File: src/design/chs_pkg.sv
// Package for the card host strobe and handshake block.
// Assumes a single 250 MHz clock domain; host pins arrive asynchronous and are synchronised inside.
package chs_pkg;
    localparam int CLK_PERIOD_PS = 4000;
    localparam int SYNC_STAGES = 2;
    localparam int DATA_W = 16;
    localparam int ADDR_W = 11;
    // Initialisation time before ready rises, in nanoseconds.
    localparam int INIT_TIME_NS = 2000;
    localparam int INIT_CYCLES = (INIT_TIME_NS * 1000 + CLK_PERIOD_PS - 1) / CLK_PERIOD_PS;
    localparam int CNT_W = 16;
    // Interrupt pulse width in pulse mode, in nanoseconds.
    localparam int IRQ_PULSE_NS = 40;
    localparam int IRQ_PULSE_CYCLES = (IRQ_PULSE_NS * 1000 + CLK_PERIOD_PS - 1) / CLK_PERIOD_PS;
    localparam logic [1:0] MODE_MEM = 2'h0;
    localparam logic [1:0] MODE_IO = 2'h1;
    localparam logic [1:0] MODE_IDE = 2'h2;

    typedef enum logic [1:0] {
        CHS_INIT = 2'b00,
        CHS_READY = 2'b01,
        CHS_BUSY = 2'b10
    } chs_rdy_state_t;

    typedef enum logic [1:0] {
        CHS_DMA_IDLE = 2'b00,
        CHS_DMA_REQ = 2'b01,
        CHS_DMA_XFER = 2'b10
    } chs_dma_state_t;

    // Host strobe and select pins, all active low except where named.
    typedef struct packed {
        logic io_write_strobe_n;
        logic out_enable_n;
        logic attr_select_n;
        logic ide_mode_select_n;
        logic dma_ack_n;
        logic taskfile_select_n;
        logic ctrl_block_select_n;
        logic card_enable_n;
    } chs_host_pins_t;

    // Register write produced on a write strobe rising edge.
    typedef struct packed {
        logic valid;
        logic [ADDR_W-1:0] addr;
        logic [DATA_W-1:0] data;
    } chs_wr_t;
endpackage : chs_pkg

File: src/design/chs_sync.sv
// Two-flop synchroniser for a vector of host pins.
// Assumes the inputs are static or slow compared to the clock; no edge is read from stage one.
`timescale 1ns/1ps
`default_nettype none
module chs_sync
    import chs_pkg::*;
#(
    parameter int W = 8,
    parameter logic [W-1:0] RST_VAL = '1
) (
    // Clock and reset
    input wire logic mclk,
    input wire logic rstn,
    // Data
    input wire logic [W-1:0] d,
    output logic [W-1:0] q
);
    logic [W-1:0] meta_ff;
    logic [W-1:0] sync_ff;
    logic [W-1:0] nxt_meta;
    logic [W-1:0] nxt_sync;

    always_comb begin
        nxt_meta = d;
        nxt_sync = meta_ff;
    end

    always_ff @(posedge mclk or negedge rstn) begin
        if (!rstn) begin
            meta_ff <= RST_VAL;
            sync_ff <= RST_VAL;
        end else begin
            meta_ff <= nxt_meta;
            sync_ff <= nxt_sync;
        end
    end

    assign q = sync_ff;
endmodule : chs_sync
`default_nettype wire

File: src/design/chs_card_host_strobe.sv
// Card host strobe, select, status and DMA handshake logic.
// Assumes host pins are asynchronous; the core supplies init, busy, irq and dma intent, and mode is decoded from the host pins.
// Operation
// - I/O mode latches data on write rising
// - IDE non-UDMA write behaves as I/O
// - Write line asserted in UDMA stops burst
// - Memory mode drives data on output enable
// - I/O mode output enable reads attributes only
// - Ready low while busy, high otherwise
// - Ready low until initialisation completes
// - Ready high if reset pin stuck
// - I/O mode irq low, pulse or level
// - IDE mode irq is active high
// - Ignore acknowledge when DMA disabled
// - Request held until acknowledge, reasserted if more
`timescale 1ns/1ps
`default_nettype none
module chs_card_host_strobe
    import chs_pkg::*;
(
    // Clock and reset
    input wire logic mclk,
    input wire logic rstn,
    // Host pins
    input wire chs_host_pins_t host_pins,
    input wire logic [ADDR_W-1:0] host_addr,
    input wire logic [DATA_W-1:0] host_data_in,
    output logic [DATA_W-1:0] host_data_out,
    output logic host_data_oe,
    output logic ready_out,
    output logic card_irq_n,
    output logic ide_irq,
    output logic dma_req,
    output logic udma_stop,
    // Core side
    input wire logic init_done,
    input wire logic reset_pin_stuck,
    input wire logic core_busy,
    input wire logic irq_event,
    input wire logic irq_level_mode,
    input wire logic dma_enable,
    input wire logic dma_more,
    input wire logic udma_active,
    input wire logic [DATA_W-1:0] mem_rd_data,
    input wire logic [DATA_W-1:0] attr_rd_data,
    output chs_wr_t reg_wr,
    output logic [1:0] mode,
    output logic attr_access,
    output logic dma_xfer
);
    chs_host_pins_t pins_s;
    logic [ADDR_W+DATA_W-1:0] bus_s;

    chs_sync #(.W($bits(chs_host_pins_t)), .RST_VAL('1)) u_pin_sync (
        .mclk(mclk),
        .rstn(rstn),
        .d(host_pins),
        .q(pins_s)
    );

    // Address and data are stable around the strobe edge, so a plain two-stage delay keeps them aligned.
    chs_sync #(.W(ADDR_W + DATA_W), .RST_VAL('0)) u_bus_sync (
        .mclk(mclk),
        .rstn(rstn),
        .d({host_addr, host_data_in}),
        .q(bus_s)
    );

    function automatic logic rise(input logic prev, input logic cur);
        rise = !prev && cur;
    endfunction : rise

    // Strobe history and outputs.
    logic iow_prev_ff;
    logic nxt_iow_prev;
    chs_wr_t reg_wr_ff;
    chs_wr_t nxt_reg_wr;
    logic stop_ff;
    logic nxt_stop;
    logic [DATA_W-1:0] dout_ff;
    logic [DATA_W-1:0] nxt_dout;
    logic doe_ff;
    logic nxt_doe;
    logic [1:0] mode_ff;
    logic [1:0] nxt_mode;

    always_comb begin
        nxt_mode = MODE_MEM;
        if (!pins_s.ide_mode_select_n) begin
            nxt_mode = MODE_IDE;
        end else if (!pins_s.attr_select_n && pins_s.out_enable_n && !pins_s.card_enable_n &&
                     !pins_s.io_write_strobe_n) begin
            nxt_mode = MODE_IO;
        end else if (mode_ff == MODE_IO) begin
            nxt_mode = MODE_IO;
        end
        if (pins_s.ide_mode_select_n && mode_ff == MODE_IDE) begin
            nxt_mode = MODE_MEM;
        end
    end

    always_comb begin
        nxt_iow_prev = pins_s.io_write_strobe_n;
        nxt_reg_wr = '0;
        nxt_stop = 1'b0;
        if (mode_ff == MODE_IDE && udma_active) begin
            // The write line is the stop signal while a burst runs; its assertion ends the burst.
            nxt_stop = !pins_s.io_write_strobe_n;
        end else if (mode_ff != MODE_MEM && rise(iow_prev_ff, pins_s.io_write_strobe_n)) begin
            nxt_reg_wr.valid = 1'b1;
            nxt_reg_wr.addr = bus_s[ADDR_W+DATA_W-1:DATA_W];
            nxt_reg_wr.data = bus_s[DATA_W-1:0];
        end
    end

    always_comb begin
        nxt_doe = 1'b0;
        nxt_dout = dout_ff;
        if (!pins_s.out_enable_n && !pins_s.card_enable_n) begin
            if (mode_ff == MODE_MEM) begin
                nxt_doe = 1'b1;
                nxt_dout = pins_s.attr_select_n ? mem_rd_data : attr_rd_data;
            end else if (mode_ff == MODE_IO && !pins_s.attr_select_n) begin
                nxt_doe = 1'b1;
                nxt_dout = attr_rd_data;
            end
        end
    end

    always_ff @(posedge mclk or negedge rstn) begin
        if (!rstn) begin
            iow_prev_ff <= 1'b1;
            reg_wr_ff <= '0;
            stop_ff <= 1'b0;
            dout_ff <= '0;
            doe_ff <= 1'b0;
            mode_ff <= MODE_MEM;
        end else begin
            iow_prev_ff <= nxt_iow_prev;
            reg_wr_ff <= nxt_reg_wr;
            stop_ff <= nxt_stop;
            dout_ff <= nxt_dout;
            doe_ff <= nxt_doe;
            mode_ff <= nxt_mode;
        end
    end

    // Ready state machine.
    chs_rdy_state_t rdy_ff;
    chs_rdy_state_t nxt_rdy;
    logic [CNT_W-1:0] init_cnt_ff;
    logic [CNT_W-1:0] nxt_init_cnt;

    always_comb begin
        nxt_rdy = rdy_ff;
        nxt_init_cnt = init_cnt_ff;
        case (rdy_ff)
            CHS_INIT: begin
                if (init_cnt_ff != CNT_W'(INIT_CYCLES)) begin
                    nxt_init_cnt = init_cnt_ff + CNT_W'(1);
                end
                // The timer is a floor; the core's own completion flag finally releases ready.
                if (init_done && init_cnt_ff == CNT_W'(INIT_CYCLES)) begin
                    nxt_rdy = CHS_READY;
                end
            end
            CHS_READY: begin
                if (core_busy) begin
                    nxt_rdy = CHS_BUSY;
                end
            end
            CHS_BUSY: begin
                if (!core_busy) begin
                    nxt_rdy = CHS_READY;
                end
            end
            default: begin
                nxt_rdy = CHS_INIT;
            end
        endcase
    end

    always_ff @(posedge mclk or negedge rstn) begin
        if (!rstn) begin
            rdy_ff <= CHS_INIT;
            init_cnt_ff <= '0;
        end else begin
            rdy_ff <= nxt_rdy;
            init_cnt_ff <= nxt_init_cnt;
        end
    end

    // Interrupt generation.
    logic irq_act_ff;
    logic nxt_irq_act;
    logic [7:0] irq_cnt_ff;
    logic [7:0] nxt_irq_cnt;
    logic irq_ev_prev_ff;
    logic nxt_irq_ev_prev;

    // A pulse fires once per new event that rises while no pulse runs; a held event must not retrigger a train of pulses.
    always_comb begin
        nxt_irq_ev_prev = irq_event;
        nxt_irq_act = 1'b0;
        nxt_irq_cnt = '0;
        if (irq_level_mode || mode_ff == MODE_IDE) begin
            nxt_irq_act = irq_event;
        end else if (rise(irq_ev_prev_ff, irq_event) && irq_cnt_ff == 8'h00) begin
            nxt_irq_act = 1'b1;
            nxt_irq_cnt = 8'(IRQ_PULSE_CYCLES);
        end else if (irq_cnt_ff != 8'h00) begin
            nxt_irq_cnt = irq_cnt_ff - 8'h01;
            nxt_irq_act = (irq_cnt_ff != 8'h01);
        end
    end

    always_ff @(posedge mclk or negedge rstn) begin
        if (!rstn) begin
            irq_act_ff <= 1'b0;
            irq_cnt_ff <= '0;
            irq_ev_prev_ff <= 1'b0;
        end else begin
            irq_act_ff <= nxt_irq_act;
            irq_cnt_ff <= nxt_irq_cnt;
            irq_ev_prev_ff <= nxt_irq_ev_prev;
        end
    end

    // DMA handshake.
    chs_dma_state_t dma_ff;
    chs_dma_state_t nxt_dma;
    logic ack_ok;

    // Acknowledge counts only with DMA on and both register selects quiet.
    assign ack_ok = dma_enable && !pins_s.dma_ack_n && pins_s.taskfile_select_n &&
                    pins_s.ctrl_block_select_n;

    always_comb begin
        nxt_dma = dma_ff;
        case (dma_ff)
            CHS_DMA_IDLE: begin
                if (dma_enable && dma_more && mode_ff == MODE_IDE) begin
                    nxt_dma = CHS_DMA_REQ;
                end
            end
            CHS_DMA_REQ: begin
                if (!dma_enable) begin
                    nxt_dma = CHS_DMA_IDLE;
                end else if (ack_ok) begin
                    nxt_dma = CHS_DMA_XFER;
                end
            end
            CHS_DMA_XFER: begin
                if (!ack_ok) begin
                    nxt_dma = (dma_enable && dma_more) ? CHS_DMA_REQ : CHS_DMA_IDLE;
                end
            end
            default: begin
                nxt_dma = CHS_DMA_IDLE;
            end
        endcase
    end

    always_ff @(posedge mclk or negedge rstn) begin
        if (!rstn) begin
            dma_ff <= CHS_DMA_IDLE;
        end else begin
            dma_ff <= nxt_dma;
        end
    end

    assign host_data_out = dout_ff;
    assign host_data_oe = doe_ff;
    assign ready_out = reset_pin_stuck || rdy_ff == CHS_READY;
    assign card_irq_n = !(irq_act_ff && mode_ff == MODE_IO);
    assign ide_irq = irq_act_ff && mode_ff == MODE_IDE;
    assign dma_req = dma_ff == CHS_DMA_REQ;
    assign dma_xfer = dma_ff == CHS_DMA_XFER;
    assign udma_stop = stop_ff;
    assign reg_wr = reg_wr_ff;
    assign mode = mode_ff;
    assign attr_access = !pins_s.attr_select_n;
endmodule : chs_card_host_strobe
`default_nettype wire

File: config.mk
export PLATFORM = sky130hd
export DESIGN_NAME = chs_card_host_strobe
export DESIGN_NICKNAME = d
export VERILOG_FILES = /design/src/design/chs_pkg.sv /design/src/design/chs_sync.sv /design/src/design/chs_card_host_strobe.sv
export SDC_FILE = /design/constraint.sdc
export NUM_CORES = 1
export LEC_CHECK = 0
export ABC_AREA = 1
export BUFFER_PORTS_ARGS = -buffer_cell sky130_fd_sc_hd__buf_2
export CAP_MARGIN = 10
export CORE_MARGIN = 10
export CORE_UTILIZATION = 53
export DETAILED_ROUTE_END_ITERATION = 10
export GPL_ROUTABILITY_DRIVEN = 0
export PLACE_DENSITY = 0.79
export SYNTH_ARGS = -nofsm -noshare
export SYNTH_HDL_FRONTEND = slang
export SYNTH_SLANG_ARGS = --single-unit
File: constraint.sdc
create_clock -name mclk -period 1.71 [get_ports mclk]
set_input_delay 0.342 -clock mclk [delete_from_list [all_inputs] [get_ports mclk]]
set_output_delay 0.342 -clock mclk [all_outputs]
set_load 0.02 [all_outputs]
== Yosys cells after proc, flatten, opt, wreduce, memory -nomap -nowiden ==
Index checks and enable logic that the tools add are counted.

* Register bits: 149
* Input bits: 77
* Output and inout port bits: 54
* Logic and storage cells: 104

* $add $sub $neg: 2
* Eq/ne operators: 15
* Muxes and demuxes: 29
* Reductions and logical operators: 40

{| class="wikitable"
|+ Operator list
! cell !! count
|-
| 2-to-1 mux 28 bit || 2
|-
| 2-to-1 mux 16 bit || 3
|-
| 2-to-1 mux 8 bit || 3
|-
| 2-to-1 mux 2 bit || 10
|-
| logical AND 1 bit || 19
|-
| adder 16 x 1 -> 16 bit (second input constant) || 1
|-
| == test 16 x 9 -> 1 bit (second input constant) || 1
|-
| != test 16 x 9 -> 1 bit (second input constant) || 1
|-
| case mux 2 bit (3 select lines) || 2
|-
| != test 2 bit (second input constant) || 5
|-
| 2-to-1 mux 1 bit || 9
|-
| zero test 1 bit || 8
|-
| zero test 8 bit || 1
|-
| != test 8 x 1 -> 1 bit (second input constant) || 1
|-
| nonzero test 8 bit || 1
|-
| subtractor 8 x 1 -> 8 bit (second input constant) || 1
|-
| == test 2 x 1 -> 1 bit (second input constant) || 3
|-
| == test 2 bit (second input constant) || 3
|-
| zero test 2 bit || 3
|-
| AND reduction 3 bit || 2
|-
| AND reduction 2 bit || 2
|-
| nonzero test 2 bit || 2
|-
| != test 3 x 2 -> 1 bit (second input constant) || 1
|-
| logical OR 1 bit || 2
|}

== Logic depth before layout (Yosys ltp) ==
* Word-level depth: 7
* Depth in mapped cells: 9
* Gate-level depth less buffers: 8

== By module ==
Synthesis repeated with hierarchy kept, for this count alone.

* Cells, all modules: 523
* Area total of the unflattened synthesis: 5,801.8 um^2

{| class="wikitable"
|+ By module, submodules not included
! module !! times used !! cells each !! area each (um^2) !! sequential area each (um^2)
|-
| chs_card_host_strobe || 1 || 453 || 4,030.1 || 1,978.1
|-
| chs_sync at u_bus_sync || 1 || 54 || 1,351.3 || 1,351.3
|-
| chs_sync at u_pin_sync || 1 || 16 || 420.4 || 420.4
|}

== Least setup slack after synthesis ==
OpenSTA, ideal clock, no wires.

* Path kind: register to register
* Start point: reg mode_ff[1], in the netlist mode[1]
* End point: reg dout_ff[0], in the netlist host_data_out[0]
* Library setup time: 119 ps
* Arrival: 1,350 ps
* Slack: 241 ps
* Cell stages (with the launch flop): 7
* Path buffers: 1
* Cells stage by stage: dfrtp_1 -> nor2_2 -> nand2_1 -> buf_2 -> nand2_1 -> nand3_1 -> o21a_1

* Word-level cells in the longest chain between the ends: 4
* Elaborated cells on any way between the ends: 6
* Those cells by class: eq/ne (1); mux (1); reduce/logical (4)

{| class="wikitable"
|+ RTL lines
! what !! RTL line !! text
|-
| from (decl) || chs_card_host_strobe.sv:84 || <nowiki>logic [1:0] mode_ff;</nowiki>
|-
| from (signal assigned) || chs_card_host_strobe.sv:144 || <nowiki>mode_ff <= nxt_mode;</nowiki>
|-
| == test 2 x 1 -> 1 bit || chs_card_host_strobe.sv:123 || <nowiki>end else if (mode_ff == MODE_IO && !pins_s.attr_select_n) begin</nowiki>
|-
| logical AND 1 bit || chs_card_host_strobe.sv:123 ||
|-
| nonzero test 2 bit (no source line) || n/a ||
|-
| AND reduction 2 bit (no source line) || n/a ||
|-
| to (signal assigned) || chs_card_host_strobe.sv:142 || <nowiki>dout_ff <= nxt_dout;</nowiki>
|-
| to (decl) || chs_card_host_strobe.sv:80 || <nowiki>logic [DATA_W-1:0] dout_ff;</nowiki>
|}

Parallel ways exist; a longest one is shown, timed or not.
A chain may end at the register's enable or synchronous reset.

== Worst setup path after layout ==
* Start point: reg mode_ff[0], in the netlist mode[0]
* End point: out ide_irq

* Word-level cells in the longest chain between the ends: 2

{| class="wikitable"
|+ RTL lines
! what !! RTL line !! text
|-
| == test 2 bit || chs_card_host_strobe.sv:276 || <nowiki>assign ide_irq = irq_act_ff && mode_ff == MODE_IDE;</nowiki>
|-
| logical AND 1 bit || chs_card_host_strobe.sv:276 ||
|-
| to (decl) || chs_card_host_strobe.sv:32 || <nowiki>output logic ide_irq,</nowiki>
|}

Every way passes these cells.

==> qor.csv <==
metric;value;unit
predominant post-synthesis flop cell;dfrtp_1;
Hold Crit Class;in -> reg;
Post-DRT Antenna Nets;0;
Worst EP required;1.37;ns
grt total ovfl;0;
R2R setup slack;0.10;ns
Period Utilization, post-route;0.968;
non-filler cells, final;864;
Slew @ Worst Pin;0.536;ns
Starting Density;0.537;
Final #Nets;797;
EDFF count, synth;0;
CTS tree;built;
Layout Skew;0.00947;ns
H-tree Lvls;4;
Hold Crit Depth;3;
met3 routed WL;955;um
FF-to-FF End;host_data_out[7]$_DFFE_PN0P_;
total CTS buffers;17;
Max clock buf depth;2;
final wirelength;12700;um
M1 WL;5110;um
crit path time final;1.66;ns
most frequent cells in the layout;dfrtp_1, buf_2, nand2_1, nor2_1, inv_1;
Total Routing Usage GR;0.178;
max incr delay on CP;0.39;ns
LEAKAGE;3.83;nW
Post-route DRC;0;
Async SR Flop Fraction;1.00;
Sink Count;149;
Netlist Area Pre-Place;5500;sq um
unique cell type count in the Yosys netlist;27;
# port buffers;130;
Synth top area share;0.601;
Slew Viols, Final;0;
first-pass detailed-route iteration total;4;
first-pass GRT wire length;21000;um
area delta synth->final;34.2;%
gate count after technology mapping;528;
critical setup path kind;reg -> out;
Rows;37;
number of global-route vias before repair;4401;
TNS Setup;0;ns
status;finished clean;
Post-Syn Nets;610;
sequential fraction of the synthesis area;0.682;
Cells after DPL;791;
core region area;10200;sq um
count of final setup violators;0;
met2 wire len;6480;um
Avg Vias per Cell;4.86;
worst-path cell chain;inv_2 > nand2_2 > nor2_4 > buf_6;
synth top area cells;dfrtp_1, nand2_1, dfstp_2;
Register-to-Register Path Depth;6;
initial antenna violation count;0;
clk root buf;clkbuf_8;
Die Ht;122;um
top routing layer in use;met4;
via count;4203;
area leader, netlist;dfrtp_1;
WL/cell;14.7;um
commonest non-fill, non-tap cell in the layout;dfrtp_1;
max frequency;0.604;GHz
WP buf/inv;2;
final-layout fill cell count;711;
DIE AREA;14800;sq um
RSZ-0062 raised after global routing;true;
initial DRC count;271;
Peak VDD IR;0.893;mV
startpoint types;flip-flop;
clk slew on worst S/H paths;0.07;ns
Hold Violations, Final;0;
largest net degree at the start of global routing;44;
slowest CP cell;dfrtp_1;
Reg-to-Reg Start;mode[1]$_DFF_PN0_;
Top Ports;131;
share of cells above drive strength 1;0.283;
Slew headroom;0.642;
P per Cell Area;1180;nW/um^2
worst hold start;core_busy;
hold endpoint;rdy_ff[1]$_DFFE_PN0P_;
placed wire-length estimate;8660;um
Syn Area/Cell;10.4;sq um
clk_lat worst skew;0.52;ns
Synth warnings;0;
critical path's top delay family;flip-flops;
antenna fix cells;0;
critical path arrival;1.31;ns
worst-path maximum fanout;3;
Die X;122;um
FF+latch count, synth;149;
CP endpoint kind;output port;
Max Cap Viol;0;
-- synthesized netlist by cell type, drive strengths merged (4+ instances only) --
master  number
dfrtp      132
nand2      125
nor2        76
inv         61
nand3       46
o21a        18
dfstp       17
buf         10
nand4        9
xor2         7
o21ai        6
a21oi        5
ha           5
xnor2        4
-- worst register-to-register path: stages (launching register included) --
cell and delay (ns):
dfrtp_2 0.45, buf_4 0.15, nor2_2 0.13, nand2_1 0.34
nand2_1 0.20, nand3_1 0.11, o21a_1 0.12
-- layout make-up --
class | instances | area (sq um) | area share
Sequential cell | 149 | 3750 | 0.508
Multi-Input combinational cell | 306 | 1470 | 0.199
Timing Repair Buffer | 180 | 1200 | 0.162
Clock buffer | 18 | 428 | 0.0580
Inverter | 61 | 229 | 0.0310
Tap cell | 136 | 170 | 0.0231
Clock inverter | 14 | 133 | 0.0180
-- cells by family (layout without fill, tap and decap cells) --
logic type,Yosys count,in the layout,synth area share
AO/OA/AOI/OAI,30,30,0.0387
flip-flops,149,149,0.682
AND/OR/NAND/NOR,260,260,0.197
buffers and inverters,73,273,0.0530
XOR/XNOR,11,11,0.0175
adder cells (fa/ha/maj),5,5,0.0114
-- sequential cells by signal (all words and copies together) (netlist names) --
name                cells
dma_ff                  2
host_data_oe            1
host_data_out          16
init_cnt_ff            16
iow_prev_ff             1
irq_act_ff              1
irq_cnt_ff              8
irq_ev_prev_ff          1
mode                    2
rdy_ff                  2
reg_wr                 28
u_bus_sync.meta_ff     27
u_bus_sync.q           27
u_pin_sync.meta_ff      8
u_pin_sync.q            8
udma_stop               1
-- stage by stage --
stage / util / cell area [sq um] / hold WS [ns] / setup WS, ns / power [mW]
after floorplan: - / 5500 / 0.0464 / 0.241 / 4.72
after global routing: 0.721 / 7380 / 0.0421 / -0.0146 / 9.12
after global placement: 0.625 / 6390 / 0.283 / 0.273 / 5.10
after detailed placement: 0.625 / 6390 / 0.284 / 0.216 / 5.18
final: 0.721 / 7380 / 0.0528 / 0.0548 / 8.70
after CTS: 0.718 / 7340 / 0.0373 / 0.00352 / 8.75
-- where the power goes --
part,leakage (nW),internal [mW],switching (mW)
logic,1.74,0.539,0.784
registers,1.82,3.79,0.129
clock network,0.276,1.89,1.57
total,3.83,6.22,2.48
-- metal layers --
metal  GRT usage  up-vias
met3      0.0657       15
met1       0.200     2020
met5           0        -
met4      0.0559        0
li1            -     2017
met2       0.308      151
-- what timing repair did --
| item | in CTS | in global routing |
|---|---|---|
| hold endpoints to repair | 67 | 0 |
| hold buffers | 37 | 0 |
| buffers inserted | 1 | 3 |
| endpoints found under the setup margin | 3 | 4 |
| pin swaps | 1 | 0 |
| gates resized for setup | 6 | 5 |
-- worst max-delay path by stage --
stage | startpoint | to | depth (start not counted)
final | mode[0]$_DFF_PN0_ | ide_irq | 4
after global routing | mode[1]$_DFF_PN0_ | card_irq_n | 3
after CTS | dma_ff[0]$_DFFE_PN0P_ | dma_req | 3
after detailed placement | init_cnt_ff[0]$_DFFE_PN0P_ | init_cnt_ff[14]$_DFFE_PN0P_ | 8
after global placement | init_cnt_ff[0]$_DFFE_PN0P_ | init_cnt_ff[14]$_DFFE_PN0P_ | 6
after floorplan | mode[1]$_DFF_PN0_ | host_data_out[0]$_DFFE_PN0P_ | 6
(Power assumes the default switching activity.)
